**config.mk**
```make
export PLATFORM = sky130hd
export DESIGN_NAME = right_agc_attack_decay_timing
export DESIGN_NICKNAME = d
export VERILOG_FILES = /design/src/verilog/agc_timing_pkg.sv /design/src/verilog/agc_time_scale.sv /design/src/verilog/right_agc_attack_decay_timing.sv
export VERILOG_INCLUDE_DIRS = /design/src /design/src/verilog
export SDC_FILE = /design/constraint.sdc
export NUM_CORES = 1
export LEC_CHECK = 0
export BUFFER_PORTS_ARGS = -buffer_cell sky130_fd_sc_hd__buf_2
export CAP_MARGIN = 20
export CORE_MARGIN = 4
export CORE_UTILIZATION = 48
export CTS_CLUSTER_SIZE = 24
export DETAILED_ROUTE_END_ITERATION = 8
export GPL_TIMING_DRIVEN = 0
export PLACE_DENSITY_LB_ADDON = 0.08
export SYNTH_ARGS = -nofsm -noshare
export SYNTH_HDL_FRONTEND = slang
export SYNTH_HIERARCHICAL = 1
export SYNTH_SLANG_ARGS = --single-unit
```
**constraint.sdc**
```tcl
create_clock -name clk -period 3.2 [get_ports clk]
set_clock_uncertainty 0.2 [all_clocks]
set_input_delay 0 -clock clk [delete_from_list [all_inputs] [get_ports clk]]
set_output_delay 0 -clock clk [all_outputs]
set_load 0.05 [all_outputs]
```
**src/verilog/agc_timing_defines.svh**
```systemverilog
`ifndef AGC_TIMING_DEFINES_SVH
`define AGC_TIMING_DEFINES_SVH

// ----------------------------------------------------------------
// register map
// ----------------------------------------------------------------
`define ATK_REG_ADDR   7'h69
`define DCY_REG_ADDR   7'h6a
`define TIMING_RST_VAL 8'h00
`define UNMAPPED_RD    8'h00

// ----------------------------------------------------------------
// field positions
// ----------------------------------------------------------------
`define SRC_BIT        7
`define BASE_HI        6
`define BASE_LO        5
`define MULT_HI        4
`define MULT_LO        2

// ----------------------------------------------------------------
// baseline times in ms
// ----------------------------------------------------------------
`define ATK_BASE0_MS   16'h0007
`define ATK_BASE1_MS   16'h0008
`define ATK_BASE2_MS   16'h000a
`define ATK_BASE3_MS   16'h000b
`define DCY_BASE0_MS   16'h0032
`define DCY_BASE1_MS   16'h0096
`define DCY_BASE2_MS   16'h00fa
`define DCY_BASE3_MS   16'h015e

// ----------------------------------------------------------------
// adc divide ratio codes and decay ceilings in ms
// ----------------------------------------------------------------
`define DIV_1_0        4'h0
`define DIV_1_5        4'h1
`define DIV_2_0        4'h2
`define DIV_2_5        4'h3
`define DIV_3_0        4'h4
`define DIV_3_5        4'h5
`define DIV_4_0        4'h6
`define DIV_4_5        4'h7
`define DIV_5_0        4'h8
`define DIV_5_5        4'h9
`define DIV_6_0        4'ha
`define CAP_1_0_MS     16'h0fa0
`define CAP_1_5_MS     16'h15e0
`define CAP_2_0_MS     16'h1f40
`define CAP_2_5_MS     16'h2580
`define CAP_3_X_MS     16'h2bc0
`define CAP_4_X_MS     16'h3e80
`define CAP_5_0_MS     16'h4b00
`define CAP_5_X_MS     16'h5780

`endif

```
**src/verilog/agc_timing_pkg.sv**
```systemverilog
package agc_timing_pkg;
    typedef logic [15:0] time_ms_t;
    typedef logic [7:0]  reg_byte_t;
    typedef logic [3:0]  div_code_t;
endpackage

```
**src/verilog/agc_time_scale.sv**
```systemverilog
`timescale 1ns/1ns
module agc_time_scale #(
    parameter agc_timing_pkg::time_ms_t BASE0 = 16'h0001,
    parameter agc_timing_pkg::time_ms_t BASE1 = 16'h0001,
    parameter agc_timing_pkg::time_ms_t BASE2 = 16'h0001,
    parameter agc_timing_pkg::time_ms_t BASE3 = 16'h0001
) (
    input  wire logic                     clk,
    input  wire logic                     sys_rst,
    input  wire logic [1:0]               base_code,
    input  wire logic [2:0]               mult_code,
    output agc_timing_pkg::time_ms_t      scaled_r
);
    agc_timing_pkg::time_ms_t base_ms;
    agc_timing_pkg::time_ms_t scaled_nxt;

    assign base_ms = (base_code == 2'h0) ? BASE0 :
                     (base_code == 2'h1) ? BASE1 :
                     (base_code == 2'h2) ? BASE2 : BASE3;
    // baseline times power of two
    assign scaled_nxt = 16'(base_ms << mult_code);

    always_ff @(posedge clk or posedge sys_rst) begin
        if (sys_rst) begin
            scaled_r <= 16'h0000;
        end else begin
            scaled_r <= scaled_nxt;
        end
    end
endmodule

```
**src/verilog/right_agc_attack_decay_timing.sv**
```systemverilog
// Notes on behaviour
// - attack source bit 0 uses legacy attack time, 1 uses this register
// - attack baseline codes 00..11 give 7, 8, 10, 11 ms
// - attack multiplier code n scales baseline by two to the n
// - decay source bit 0 uses legacy decay time, 1 uses this register
// - decay baseline codes 00..11 give 50, 150, 250, 350 ms
// - decay multiplier code n scales baseline by two to the n
// - decay time capped by a ceiling set by adc divide ratio
`timescale 1ns/1ns
`include "agc_timing_defines.svh"
module right_agc_attack_decay_timing (
    input  wire logic                      clk,
    input  wire logic                      sys_rst,
    input  wire logic [6:0]                reg_addr,
    input  wire logic                      reg_wr,
    input  wire agc_timing_pkg::reg_byte_t reg_wdata,
    input  wire logic                      reg_rd,
    output agc_timing_pkg::reg_byte_t      reg_rdata_r,
    input  wire agc_timing_pkg::time_ms_t  legacy_attack_ms,
    input  wire agc_timing_pkg::time_ms_t  legacy_decay_ms,
    input  wire agc_timing_pkg::div_code_t adc_clock_divide_ratio,
    input  wire agc_timing_pkg::div_code_t dac_clock_divide_ratio,
    output agc_timing_pkg::time_ms_t       attack_time_r,
    output agc_timing_pkg::time_ms_t       decay_time_r,
    output logic                           attack_from_reg_r,
    output logic                           decay_from_reg_r,
    output logic                           div_mismatch_r
);
    // ------------------------------------------------------------
    // register file
    // ------------------------------------------------------------
    agc_timing_pkg::reg_byte_t atk_r;
    agc_timing_pkg::reg_byte_t dcy_r;
    agc_timing_pkg::reg_byte_t rdata_nxt;
    logic                      atk_hit;
    logic                      dcy_hit;
    logic                      atk_wr;
    logic                      dcy_wr;

    assign atk_hit = (reg_addr == `ATK_REG_ADDR);
    assign dcy_hit = (reg_addr == `DCY_REG_ADDR);
    assign atk_wr  = reg_wr & atk_hit;
    assign dcy_wr  = reg_wr & dcy_hit;
    assign rdata_nxt = atk_hit ? atk_r :
                       dcy_hit ? dcy_r : `UNMAPPED_RD;

    always_ff @(posedge clk or posedge sys_rst) begin
        if (sys_rst) begin
            atk_r <= `TIMING_RST_VAL;
            dcy_r <= `TIMING_RST_VAL;
        end else begin
            if (atk_wr) begin
                atk_r <= reg_wdata;
            end
            if (dcy_wr) begin
                dcy_r <= reg_wdata;
            end
        end
    end

    always_ff @(posedge clk or posedge sys_rst) begin
        if (sys_rst) begin
            reg_rdata_r <= 8'h00;
        end else if (reg_rd) begin
            reg_rdata_r <= rdata_nxt;
        end
    end

    // ------------------------------------------------------------
    // scaled times, low reserved bits take no part
    // ------------------------------------------------------------
    agc_timing_pkg::time_ms_t atk_scaled;
    agc_timing_pkg::time_ms_t dcy_scaled;

    agc_time_scale #(
        .BASE0 (`ATK_BASE0_MS),
        .BASE1 (`ATK_BASE1_MS),
        .BASE2 (`ATK_BASE2_MS),
        .BASE3 (`ATK_BASE3_MS)
    ) u_atk_scale (
        .clk       (clk),
        .sys_rst   (sys_rst),
        .base_code (atk_r[`BASE_HI:`BASE_LO]),
        .mult_code (atk_r[`MULT_HI:`MULT_LO]),
        .scaled_r  (atk_scaled)
    );

    agc_time_scale #(
        .BASE0 (`DCY_BASE0_MS),
        .BASE1 (`DCY_BASE1_MS),
        .BASE2 (`DCY_BASE2_MS),
        .BASE3 (`DCY_BASE3_MS)
    ) u_dcy_scale (
        .clk       (clk),
        .sys_rst   (sys_rst),
        .base_code (dcy_r[`BASE_HI:`BASE_LO]),
        .mult_code (dcy_r[`MULT_HI:`MULT_LO]),
        .scaled_r  (dcy_scaled)
    );

    // ------------------------------------------------------------
    // source select and decay ceiling
    // ------------------------------------------------------------
    agc_timing_pkg::time_ms_t  cap_ms;
    agc_timing_pkg::time_ms_t  atk_nxt;
    agc_timing_pkg::time_ms_t  dcy_req;
    agc_timing_pkg::time_ms_t  dcy_nxt;
    agc_timing_pkg::div_code_t adc_div;

    assign adc_div = adc_clock_divide_ratio;
    // unlisted codes take the largest ceiling
    assign cap_ms =
        (adc_div == `DIV_1_0) ? `CAP_1_0_MS :
        (adc_div == `DIV_1_5) ? `CAP_1_5_MS :
        (adc_div == `DIV_2_0) ? `CAP_2_0_MS :
        (adc_div == `DIV_2_5) ? `CAP_2_5_MS :
        (adc_div == `DIV_3_0) ? `CAP_3_X_MS :
        (adc_div == `DIV_3_5) ? `CAP_3_X_MS :
        (adc_div == `DIV_4_0) ? `CAP_4_X_MS :
        (adc_div == `DIV_4_5) ? `CAP_4_X_MS :
        (adc_div == `DIV_5_0) ? `CAP_5_0_MS : `CAP_5_X_MS;

    assign atk_nxt = atk_r[`SRC_BIT] ? atk_scaled : legacy_attack_ms;
    assign dcy_req = dcy_r[`SRC_BIT] ? dcy_scaled : legacy_decay_ms;
    assign dcy_nxt = (dcy_req > cap_ms) ? cap_ms : dcy_req;

    always_ff @(posedge clk or posedge sys_rst) begin
        if (sys_rst) begin
            attack_time_r     <= 16'h0000;
            decay_time_r      <= 16'h0000;
            attack_from_reg_r <= 1'h0;
            decay_from_reg_r  <= 1'h0;
            div_mismatch_r    <= 1'h0;
        end else begin
            attack_time_r     <= atk_nxt;
            decay_time_r      <= dcy_nxt;
            attack_from_reg_r <= atk_r[`SRC_BIT];
            decay_from_reg_r  <= dcy_r[`SRC_BIT];
            // flags software breaking ratio matching
            div_mismatch_r    <= (dac_clock_divide_ratio != adc_div);
        end
    end

    // ------------------------------------------------------------
    // checks
    // ------------------------------------------------------------
    agc_timing_pkg::time_ms_t exp_atk;
    agc_timing_pkg::time_ms_t exp_dcy;
    agc_timing_pkg::time_ms_t atk_base_chk;
    agc_timing_pkg::time_ms_t dcy_base_chk;
    logic                     wr_seen_r;

    assign atk_base_chk = (atk_r[6:5] == 2'h0) ? 16'h0007 :
                          (atk_r[6:5] == 2'h1) ? 16'h0008 :
                          (atk_r[6:5] == 2'h2) ? 16'h000a : 16'h000b;
    assign dcy_base_chk = (dcy_r[6:5] == 2'h0) ? 16'h0032 :
                          (dcy_r[6:5] == 2'h1) ? 16'h0096 :
                          (dcy_r[6:5] == 2'h2) ? 16'h00fa : 16'h015e;
    assign exp_atk = 16'(atk_base_chk << atk_r[4:2]);
    assign exp_dcy = 16'(dcy_base_chk << dcy_r[4:2]);

    always_ff @(posedge clk or posedge sys_rst) begin
        if (sys_rst) begin
            wr_seen_r <= 1'h0;
        end else if (atk_wr | dcy_wr) begin
            wr_seen_r <= 1'h1;
        end
    end

    property p_atk_legacy;
        @(posedge clk) disable iff (sys_rst)
        !atk_r[7] |=> attack_time_r == $past(legacy_attack_ms);
    endproperty
    a_atk_legacy: assert property (p_atk_legacy)
        else $error("attack not taken from legacy source");

    property p_atk_base;
        @(posedge clk) disable iff (sys_rst)
        (atk_r[7:2] == 6'h20) && $stable(atk_r) |=>
            attack_time_r == 16'h0007;
    endproperty
    a_atk_base: assert property (p_atk_base)
        else $error("attack baseline code 00 not 7 ms");

    property p_atk_scale;
        @(posedge clk) disable iff (sys_rst)
        atk_r[7] && $stable(atk_r) |=> attack_time_r == $past(exp_atk);
    endproperty
    a_atk_scale: assert property (p_atk_scale)
        else $error("attack time not baseline times factor");

    property p_dcy_legacy;
        @(posedge clk) disable iff (sys_rst)
        !dcy_r[7] && (legacy_decay_ms <= cap_ms) |=>
            decay_time_r == $past(legacy_decay_ms);
    endproperty
    a_dcy_legacy: assert property (p_dcy_legacy)
        else $error("decay not taken from legacy source");

    property p_dcy_scale;
        @(posedge clk) disable iff (sys_rst)
        dcy_r[7] && $stable(dcy_r) && (exp_dcy <= cap_ms) |=>
            decay_time_r == $past(exp_dcy);
    endproperty
    a_dcy_scale: assert property (p_dcy_scale)
        else $error("decay time not baseline times factor");

    property p_dcy_cap;
        @(posedge clk) disable iff (sys_rst)
        (adc_div == 4'h0) && (dcy_req >= 16'h0fa0) |=>
            decay_time_r == 16'h0fa0;
    endproperty
    a_dcy_cap: assert property (p_dcy_cap)
        else $error("decay not capped at 4 s for ratio 1");

    property p_dcy_ceiling;
        @(posedge clk) disable iff (sys_rst)
        ##1 decay_time_r <= $past(cap_ms);
    endproperty
    a_dcy_ceiling: assert property (p_dcy_ceiling)
        else $error("decay time above ceiling");

    property p_reset_zero;
        @(posedge clk) disable iff (sys_rst)
        !wr_seen_r |-> (atk_r == 8'h00) && (dcy_r == 8'h00)
            && !attack_from_reg_r && !decay_from_reg_r;
    endproperty
    a_reset_zero: assert property (p_reset_zero)
        else $error("timing register not zero before first write");

    property p_mismatch;
        @(posedge clk) disable iff (sys_rst)
        (dac_clock_divide_ratio != adc_div) |=> div_mismatch_r;
    endproperty
    a_mismatch: assert property (p_mismatch)
        else $error("divide ratio mismatch not flagged");

    property p_readback;
        @(posedge clk) disable iff (sys_rst)
        reg_rd && dcy_hit |=> reg_rdata_r == $past(dcy_r);
    endproperty
    a_readback: assert property (p_readback)
        else $error("decay register read back wrong");
endmodule
```
-- Word-level counts from Yosys, hierarchy flattened
Index checks and enable logic that the tools add are counted.
W data, S select, Z words.
- muxes and demuxes: 20
- reductions and logical operators: 3
- magnitude comparators: 1
- equality and inequality tests: 15
- bitwise logic cells: 2
- shifts and indexed selects: 2
- operator list (operator ; count):
    $mux W15 ; 8
    $mux W16 ; 5
    $mux W9 ; 3
    $eq A4 B3 Y1 const B ; 4
    $gt A16 B15 Y1 ; 1
    $mux W8 ; 2
    $shl A16 B3 Y16 ; 1
    $shl A9 B3 Y16 ; 1
    $eq A7 B7 Y1 const B ; 2
    $mux W13 ; 1
    $eq A4 B2 Y1 const B ; 2
    $eq A2 B1 Y1 const B ; 2
    $eq A2 B2 Y1 const B ; 2
    $eq A4 B1 Y1 const B ; 1
    $eq A4 B4 Y1 const B ; 1
    $logic_not A2 Y1 ; 2
    $logic_not A4 Y1 ; 1
    $ne A4 B4 Y1 ; 1
    $and A1 B1 Y1 ; 2
    $mux W1 ; 1
- output and inout bits: 43
- register bits: 91
- input port bits: 59

-- Depth between registers and ports, before layout
Gate-level depths: netlist (run 1).
- depth after elaboration: 12
- mapped depth: 13
- depth with buffers taken out: 11

-- Cells and area by module
Netlist (run 1), hierarchy kept.
- modules (own cells, without submodules) (module ; area an instance (um^2) ; cells each ; times used ; sequential area each (um^2)):
    right_agc_attack_decay_timing ; 2845.2 ; 232 ; 1 ; 1476.4
    agc_time_scale at u_dcy_scale ; 777.0 ; 75 ; 1 ; 375.4
    agc_time_scale at u_atk_scale ; 529.3 ; 50 ; 1 ; 275.3

-- Worst setup path before layout (run 1)
No wires, ideal clock.
- kind: register to register
- start: reg dcy_r[7]
- end: reg decay_time_r[14]
- stages on the path, launching flop included: 12
- setup time: 0.125 ns
- buffers on the path: 3
- data arrival time: 2.699 ns
- required time: 2.875 ns
- slack: 0.175 ns
- cells stage by stage: dfrtp_1 > buf_6 > clkbuf_1 > mux2i_1 > inv_1 > ha_1 > nand4_1 > a211oi_1 > nor4b_2 > a21oi_2 > buf_6 > mux2_4
- cells in the longest elaborated chain, start to end: 3
- ends and longest elaborated chain (what ; RTL line ; text):
    start: declaration ; right_agc_attack_decay_timing.sv:33 ; agc_timing_pkg::reg_byte_t dcy_r;
    start signal: assignment ; right_agc_attack_decay_timing.sv:50 ; dcy_r <= `TIMING_RST_VAL;
    start signal: assignment ; right_agc_attack_decay_timing.sv:56 ; dcy_r <= reg_wdata;
    $mux W16 * ; right_agc_attack_decay_timing.sv:124 ; assign dcy_req = dcy_r[`SRC_BIT] ? dcy_scaled : legacy_decay_ms;
    $gt A16 B15 Y1 ; right_agc_attack_decay_timing.sv:125 ; assign dcy_nxt = (dcy_req > cap_ms) ? cap_ms : dcy_req;
    $mux W16 * ; right_agc_attack_decay_timing.sv:125 ;
    net dcy_nxt[14] ; right_agc_attack_decay_timing.sv:107 ; agc_timing_pkg::time_ms_t dcy_nxt;
    end signal: assignment ; right_agc_attack_decay_timing.sv:136 ; decay_time_r <= dcy_nxt;
    end: declaration ; right_agc_attack_decay_timing.sv:24 ; output agc_timing_pkg::time_ms_t decay_time_r,
The timed path passes the listed nets; every way through them passes the cells marked *.
A chain may end at the register's enable or synchronous reset.

-- Final worst setup path (run 1)
- start: in adc_clock_divide_ratio[2]
- end: reg decay_time_r[13]
- cells in the longest elaborated chain, start to end: 12
- elaborated cells on any way between the ends: 20
- ends and longest elaborated chain (what ; RTL line ; text):
    start: declaration ; right_agc_attack_decay_timing.sv:21 ; input wire agc_timing_pkg::div_code_t adc_clock_divide_ratio,
    $eq A4 B4 Y1 (no source line) ; -- ;
    $mux W13 (no source line) ; -- ;
    $mux W15 (no source line) (7 in a row) ; -- ;
    $mux W15 (no source line) * ; -- ;
    $gt A16 B15 Y1 ; right_agc_attack_decay_timing.sv:125 ;
    $mux W16 * ; right_agc_attack_decay_timing.sv:125 ;
    net dcy_nxt[13] ; right_agc_attack_decay_timing.sv:107 ;
Marked as above.

==> results of run 1 <==
-- report_power, final --
part	switching [W]	internal [W]	total, W	leakage, nW
clock network	0.000401	0.000396	0.000797	0.109
logic	0.000390	0.000255	0.000645	1.48
registers	0.0000484	0.00117	0.00122	1.07
total	0.000839	0.00183	0.00266	2.66
-- metrics by stage --
step           hold slack [ps]  std cells  power (W)
2_1_floorplan           -347.6        361   0.001679
3_3_place_gp            -167.4        564   0.001829
3_5_place_dp            -154.3        565   0.001842
4_1_cts                  7.340        628   0.002687
5_1_grt                  47.38        629   0.002801
6_report                 19.55        629   0.002665
-- registers in the layout, indices dropped and copies added (netlist names) --
register and flops:
atk_r 8, attack_from_reg_r 1, attack_time_r 16, dcy_r 8, decay_from_reg_r 1, decay_time_r 16
div_mismatch_r 1, reg_rdata_r 8, u_atk_scale/scaled_r 11, u_dcy_scale/scaled_r 15
-- worst max-delay path, stage by stage --
cell and delay (ps):
dlygate4sd3_1 520, buf_2 110, clkbuf_1 300, o21ai_0 140, o21ai_0 200, inv_1 80, ha_1 280, nand3_1 130
a211oi_1 320, nor4b_2 100, a21oi_2 170, buf_4 170, mux2_2 340
-- final timing paths --
path,cells after the start,end,slack (ps),from
max in group asynchronous,4,decay_time_r[13],2210,sys_rst
min in group clk,2,decay_time_r[14],30,adc_clock_divide_ratio[3]
setup reg to reg,9,decay_time_r[13],360,dcy_r[7]
hold / removal,3,attack_time_r[0],20,sys_rst
hold reg to reg,0,attack_from_reg_r,180,atk_r[7]
setup / recovery,13,decay_time_r[13],350,adc_clock_divide_ratio[2]
-- metal layers --
layer | global-route usage [%] | vias up | wire, um
met2 | 32.35 | 77 | 4539
met1 | 25.18 | 1484 | 4104
li1 | - | 1551 | -
met5 | 0 | - | 0
met3 | 2.768 | 7 | 448
met4 | 5.112 | 0 | 80
-- repair_timing --
| item | CTS | global route |
|---|---|---|
| pin swaps | 0 | 1 |
| setup endpoints to repair | 15 | 1 |
| setup buffers | 0 | 1 |
| endpoints found under the hold margin | 141 | 0 |
| hold buffers | 48 | 0 |
-- cell type report --
class	instances	area share [%]
Sequential cell	85	38.63
Multi-Input combinational cell	231	33.11
Timing Repair Buffer	148	18.13
Clock buffer	10	2.499
Tap cell	105	2.386
Buffer	21	2.295
Inverter	23	1.568
Clock inverter	6	1.386
-- cell families (layout without fill, tap and decap cells) --
family	count (synthesis)	in the layout
flops	85	85
simple gates	84	84
mux	67	67
compound gates	50	50
buf+inv	45	208
fa+ha+maj	17	17
xor+xnor	6	6
other cells	3	7
-- cell usage in the layout, fill, tap and decap left out, types with 3 or more instances in the layout --
cell type	n
buf_2	99
dfrtp_1	85
dlygate4sd3_1	48
mux2_2	43
nor2_1	25
mux2i_1	21
inv_1	20
ha_1	17
a21oi_1	14
nand2_1	10
clkbuf_8	10
clkbuf_1	9
o21ai_0	9
a22oi_1	9
nor2b_1	8
conb_1	7
buf_4	7
xnor2_1	6
nor3_1	6
nand2b_1	5
o22ai_1	5
nand3_1	4
and2_1	4
buf_6	3
nand4_1	3
or3_1	3
==> out/qor.csv, run 1 <==
metric,value,unit
yosysSeqAreaShare,51.24,%
crit_fanout,10,
relSlewSlack,62.77,%
clock-root-buffer,clkbuf_8,
firstDrtPassIters,4,
worstSkewPairLatency,340,ps
tritoncts,done,
rsz0062_at_grt,no,
grt_max_degree,44,
tns,0,ps
synthTopCellsByCount,"dfrtp_1, mux2_2, nor2_1, inv_1, mux2i_1",
fin_crit,2847,ps
vias,3119,
synth-seq-cells,85,
diodes,0,
hpwl,6.678,mm
design.core.area,8299,um2
drt-wirelength-per-cell,14.58,um
multi_input_area,1823,um2
finalMaxSlewViolations,0,
critPathKind,in -> reg,
clk_pin_slew_worst_paths,90,ps
track_usage,18.92,%
finalSetupViolations,0,
drive_above_1_share,34.73,%
syn_to_final_growth,32.64,%
synth-compound-area-share,7.595,%
die_area,10200,um2
async_flop_share,100.0,%
post-place-ws,-309.1,ps
setup_ws,352.9,ps
vdd_drop_max,229.1,uV
synth-edff-count,0,
antenna_found_initial,0,
drc_errors,0,
worstMarginPinSlew,558.4,ps
required,3220,ps
fp.dieH,101,um
final_cell_area,5507,um2
grt_pass1_vias,3164,
synth_area_leaders,"dfrtp_1, mux2_2, ha_1",
cts_made_buffers,9,
yosysUniqueCellTypes,53,
synth_mux_area_share,17.99,%
synth-simple-area-share,11.30,%
wl,9.172,mm
placed_cell_area,4808,um2
yosys.area.top_type,dfrtp_1,
outcome,finished clean,
drtIter0Drc,56,
crit_arrival,2870,ps
synth_adder_area_share,5.124,%
io_buffer_count,98,
p_leak,2.661,nW
synthCells,357,
clk_path_buf_depth,2,
h-tree-depth,3,
fin_crit_sh,88.97,%
hold_violations,0,
ys.warnings.count,6,
drt.antenna.violating_nets,0,
setup.worst_path.start_class,input pin,
fmax,351.2,MHz
power_density,483.9,nW/um2
synth_top_area_share,51.24,%
rows,33,
yosys.area_share.xor_xnor,1.266,%
maxCapViolCount,0,
gp_congestion,0.8090,
yosysMostFrequentCell,dfrtp_1,
io_pins,102,
syn_area,4151,um2
grt_overflow_total,0,
crit_path_end_kind,register,
fin_util,66.35,%
numClockSinks,85,
synth_ff_type,dfrtp_1,
regArea,2127,um2
grt_pass1_wl,15.25,mm
synth_top_family_by_area,multiplexers,
routed_via_density,4.959,
avgSynthCellArea,11.63,um2
start_util,50.02,%
fillCellCount,677,
hp-class,in -> async,
nNetsFinal,595,
die-width,101,um
cts_resized,0,
No activity file was read; power rests on OpenSTA's default activity.
==> run 2: changes to the inputs <==
--- a/config.mk
+++ b/config.mk
@@ -9,7 +9,8 @@
 export BUFFER_PORTS_ARGS = -buffer_cell sky130_fd_sc_hd__buf_2
 export CAP_MARGIN = 20
 export CORE_MARGIN = 4
-export CORE_UTILIZATION = 48
+export CORE_UTILIZATION = 50
+export CTS_BUF_LIST = sky130_fd_sc_hd__clkbuf_8
 export CTS_CLUSTER_SIZE = 24
 export DETAILED_ROUTE_END_ITERATION = 8
 export GPL_TIMING_DRIVEN = 0
==> out/qor.csv, run 2 (synthesis gave the netlist of run 1 again) <==
metric,value,unit,change
placed_cell_area,4805,um2,was 4808 um2
finalMaxSlewViolations,0,,unchanged
cts_made_buffers,9,,unchanged
crit_arrival,2880,ps,was 2870 ps
syn_to_final_growth,32.52,%,was 32.64%
start_util,52.63,%,was 50.02%
hpwl,6.563,mm,was 6.678 mm
maxCapViolCount,0,,unchanged
gp_congestion,0.8182,,was 0.8090
dp_cells,562,,was 565
hp-class,in -> async,,unchanged
io_pins,102,,unchanged
rows,32,,was 33
intPower,0.001808,W,was 0.001825 W
fillCellCount,595,,was 677
ff2ff_setup_slack,360,ps,about the same
vias,3136,,"was 3,119"
vdd_drop_max,252.4,uV,was 229.1 uV
drt-wirelength-per-cell,14.64,um,was 14.58 um
worstSkewPairLatency,350,ps,was 340 ps
clkPwrFrac,29.9,%,about the same
cp-startpoint,dcy_r[7],,was adc_clock_divide_ratio[2]
critPathKind,reg -> reg,,was in -> reg
required,3240,ps,was 3220 ps
timing.rr.start,dcy_r[7],,unchanged
layout_common_cells,"buf_2, dfrtp_1, dlygate4sd3_1, mux2_2, nor2_1",,unchanged
p_sw,0.0008524,W,was 0.0008394 W
grt_pass1_wl,15.30,mm,was 15.25 mm
fmax,352.6,MHz,was 351.2 MHz
mostFrequentLayoutCell,buf_2,,unchanged
cts_resized,0,,unchanged
finalSetupViolations,0,,unchanged
timing.rr.end,decay_time_r[10],,was decay_time_r[13]
relSlewSlack,59.72,%,was 62.77%
seq_power_share,45.9,%,about the same
top_regs,"attack_time_r x16, decay_time_r x16, u_dcy_scale/scaled_r x15",,unchanged
final_cell_area,5502,um2,was 5507 um2
hold_slack,-4.141,ps,was 19.55 ps
power_density,483.5,nW/um2,was 483.9 nW/um2
firstDrtPassIters,4,,unchanged
routed_via_density,5.002,,was 4.959
clk_pin_slew_worst_paths,100,ps,was 90 ps
setup.worst_path.start_class,register,,was input pin
io_buffer_count,98,,unchanged
fin_crit,2836,ps,was 2847 ps
design.core.area,7888,um2,was 8299 um2
grt_overflow_total,0,,unchanged
swShare,32.04,%,was 31.50%
grt_pass1_vias,3143,,"was 3,164"
failed_checks,negative hold slack,,
rsz0062_at_grt,no,,unchanged
hold_violations,8,,was 0
nNetsFinal,595,,unchanged
crit_path_end_kind,register,,unchanged
combPwrFrac,24.3,%,was 24.2%
tritoncts,done,,unchanged
die_area,9825,um2,"was 10,200 um2"
track_usage,19.51,%,was 18.92%
fin_crit_sh,88.62,%,was 88.97%
p_leak,2.653,nW,was 2.661 nW
fp.dieH,99.12,um,was 101 um
drt.antenna.violating_nets,0,,unchanged
regArea,2127,um2,unchanged
wl,9.182,mm,was 9.172 mm
numClockSinks,85,,unchanged
fin_cells,627,,was 629
drtIter0Drc,97,,was 56
outcome,"finished, violations left",,was finished clean
drive_above_1_share,34.73,%,unchanged
die-width,99.12,um,was 101 um
fin_util,69.75,%,was 66.35%
worstMarginPinSlew,603.3,ps,was 558.4 ps
h-tree-depth,3,,unchanged
crit_fanout,19,,was 10
clk_path_buf_depth,2,,unchanged
clock-root-buffer,clkbuf_8,,unchanged
r2r_cells,9,,unchanged
drc_errors,0,,unchanged
antenna_found_initial,0,,unchanged
multi_input_area,1823,um2,unchanged
endpoint,decay_time_r[10],,was decay_time_r[13]
grt_max_degree,33,,was 44
## run 2: changes by cell type in the layout (fill, tap and decap cells not counted), sizes merged
cell      delta
inv          +2
clkinvlp     +1
clkbuf       -1
clkinv       -2
diode        +1
## run 2: cell type report
| type | instances | share of cell area, % |
|---|---|---|
| inverters | 23 | 1.569 |
| repair buffers | 148 | 18.15 |
| clock inverters | 7 | 1.569 |
| diodes | 1 | 0.04549 |
| multi-input cells | 231 | 33.14 |
| clock buffers | 9 | 2.252 |
| plain buffers | 21 | 2.297 |
| flip-flops and latches | 85 | 38.66 |
| well taps | 102 | 2.320 |
## run 2: metal layers
metal / vias up / GRT usage [%] / routed length [um]
li1: 1557 / - / -
met1: 1485 / 27.49 / 4308
met4: 0 / 5.567 / 92
met3: 9 / 4.067 / 488
met5: - / 0 / 0
met2: 85 / 30.73 / 4292
## run 2: what timing repair did
| item | CTS | global route |
|---|---|---|
| hold buffers | 48 | 0 |
| setup buffers | 0 | 1 |
| setup endpoints to repair | 15 | 1 |
| gates cloned | 0 | 0 |
| pin swaps | 0 | 1 |
| hold endpoints to repair | 126 | 0 |
## run 2: through the flow
step | setup slack (ps) | power [W] | setup TNS [ps] | hold WS, ps
5_1_grt | 129.8 | 0.002810 | 0 | 19.00
3_5_place_dp | -241.5 | 0.001842 | -1225 | -154.2
6_report | 364.1 | 0.002660 | 0 | -4.141
3_3_place_gp | -234.6 | 0.001828 | -1087 | -169.3
2_1_floorplan | 175.5 | 0.001679 | 0 | -347.6
4_1_cts | 215.0 | 0.002676 | 0 | 0.8590
## run 2: power groups by stage
stage,sequential (W),combinational (W),clock (W)
2_1_floorplan,0.00140,0.000283,0
3_3_place_gp,0.00124,0.000588,0
3_5_place_dp,0.00124,0.000599,0
4_1_cts,0.00122,0.000645,0.000810
5_1_grt,0.00123,0.000699,0.000878
6_report,0.00122,0.000646,0.000794
## run 2: worst min path at each step
stage	startpoint	to	slack [ps]	cells past startpoint
floorplan	sys_rst	u_atk_scale/scaled_r[0]	-350	1
global placement	sys_rst	u_atk_scale/scaled_r[0]	-170	2
detailed placement	sys_rst	u_atk_scale/scaled_r[0]	-150	2
CTS	sys_rst	u_atk_scale/scaled_r[0]	0.9	3
global route	sys_rst	u_atk_scale/scaled_r[0]	20	3
finish	sys_rst	u_atk_scale/scaled_r[0]	-4	3
## run 2: worst max-delay path, stage by stage (launching register included)
cell and delay [ps]:
dfrtp_1 390, buf_6 220, mux2_2 380, ha_1 300, nand3_1 140, a211oi_1 290
nor4b_2 90, a21oi_2 200, buf_4 170, mux2_2 340
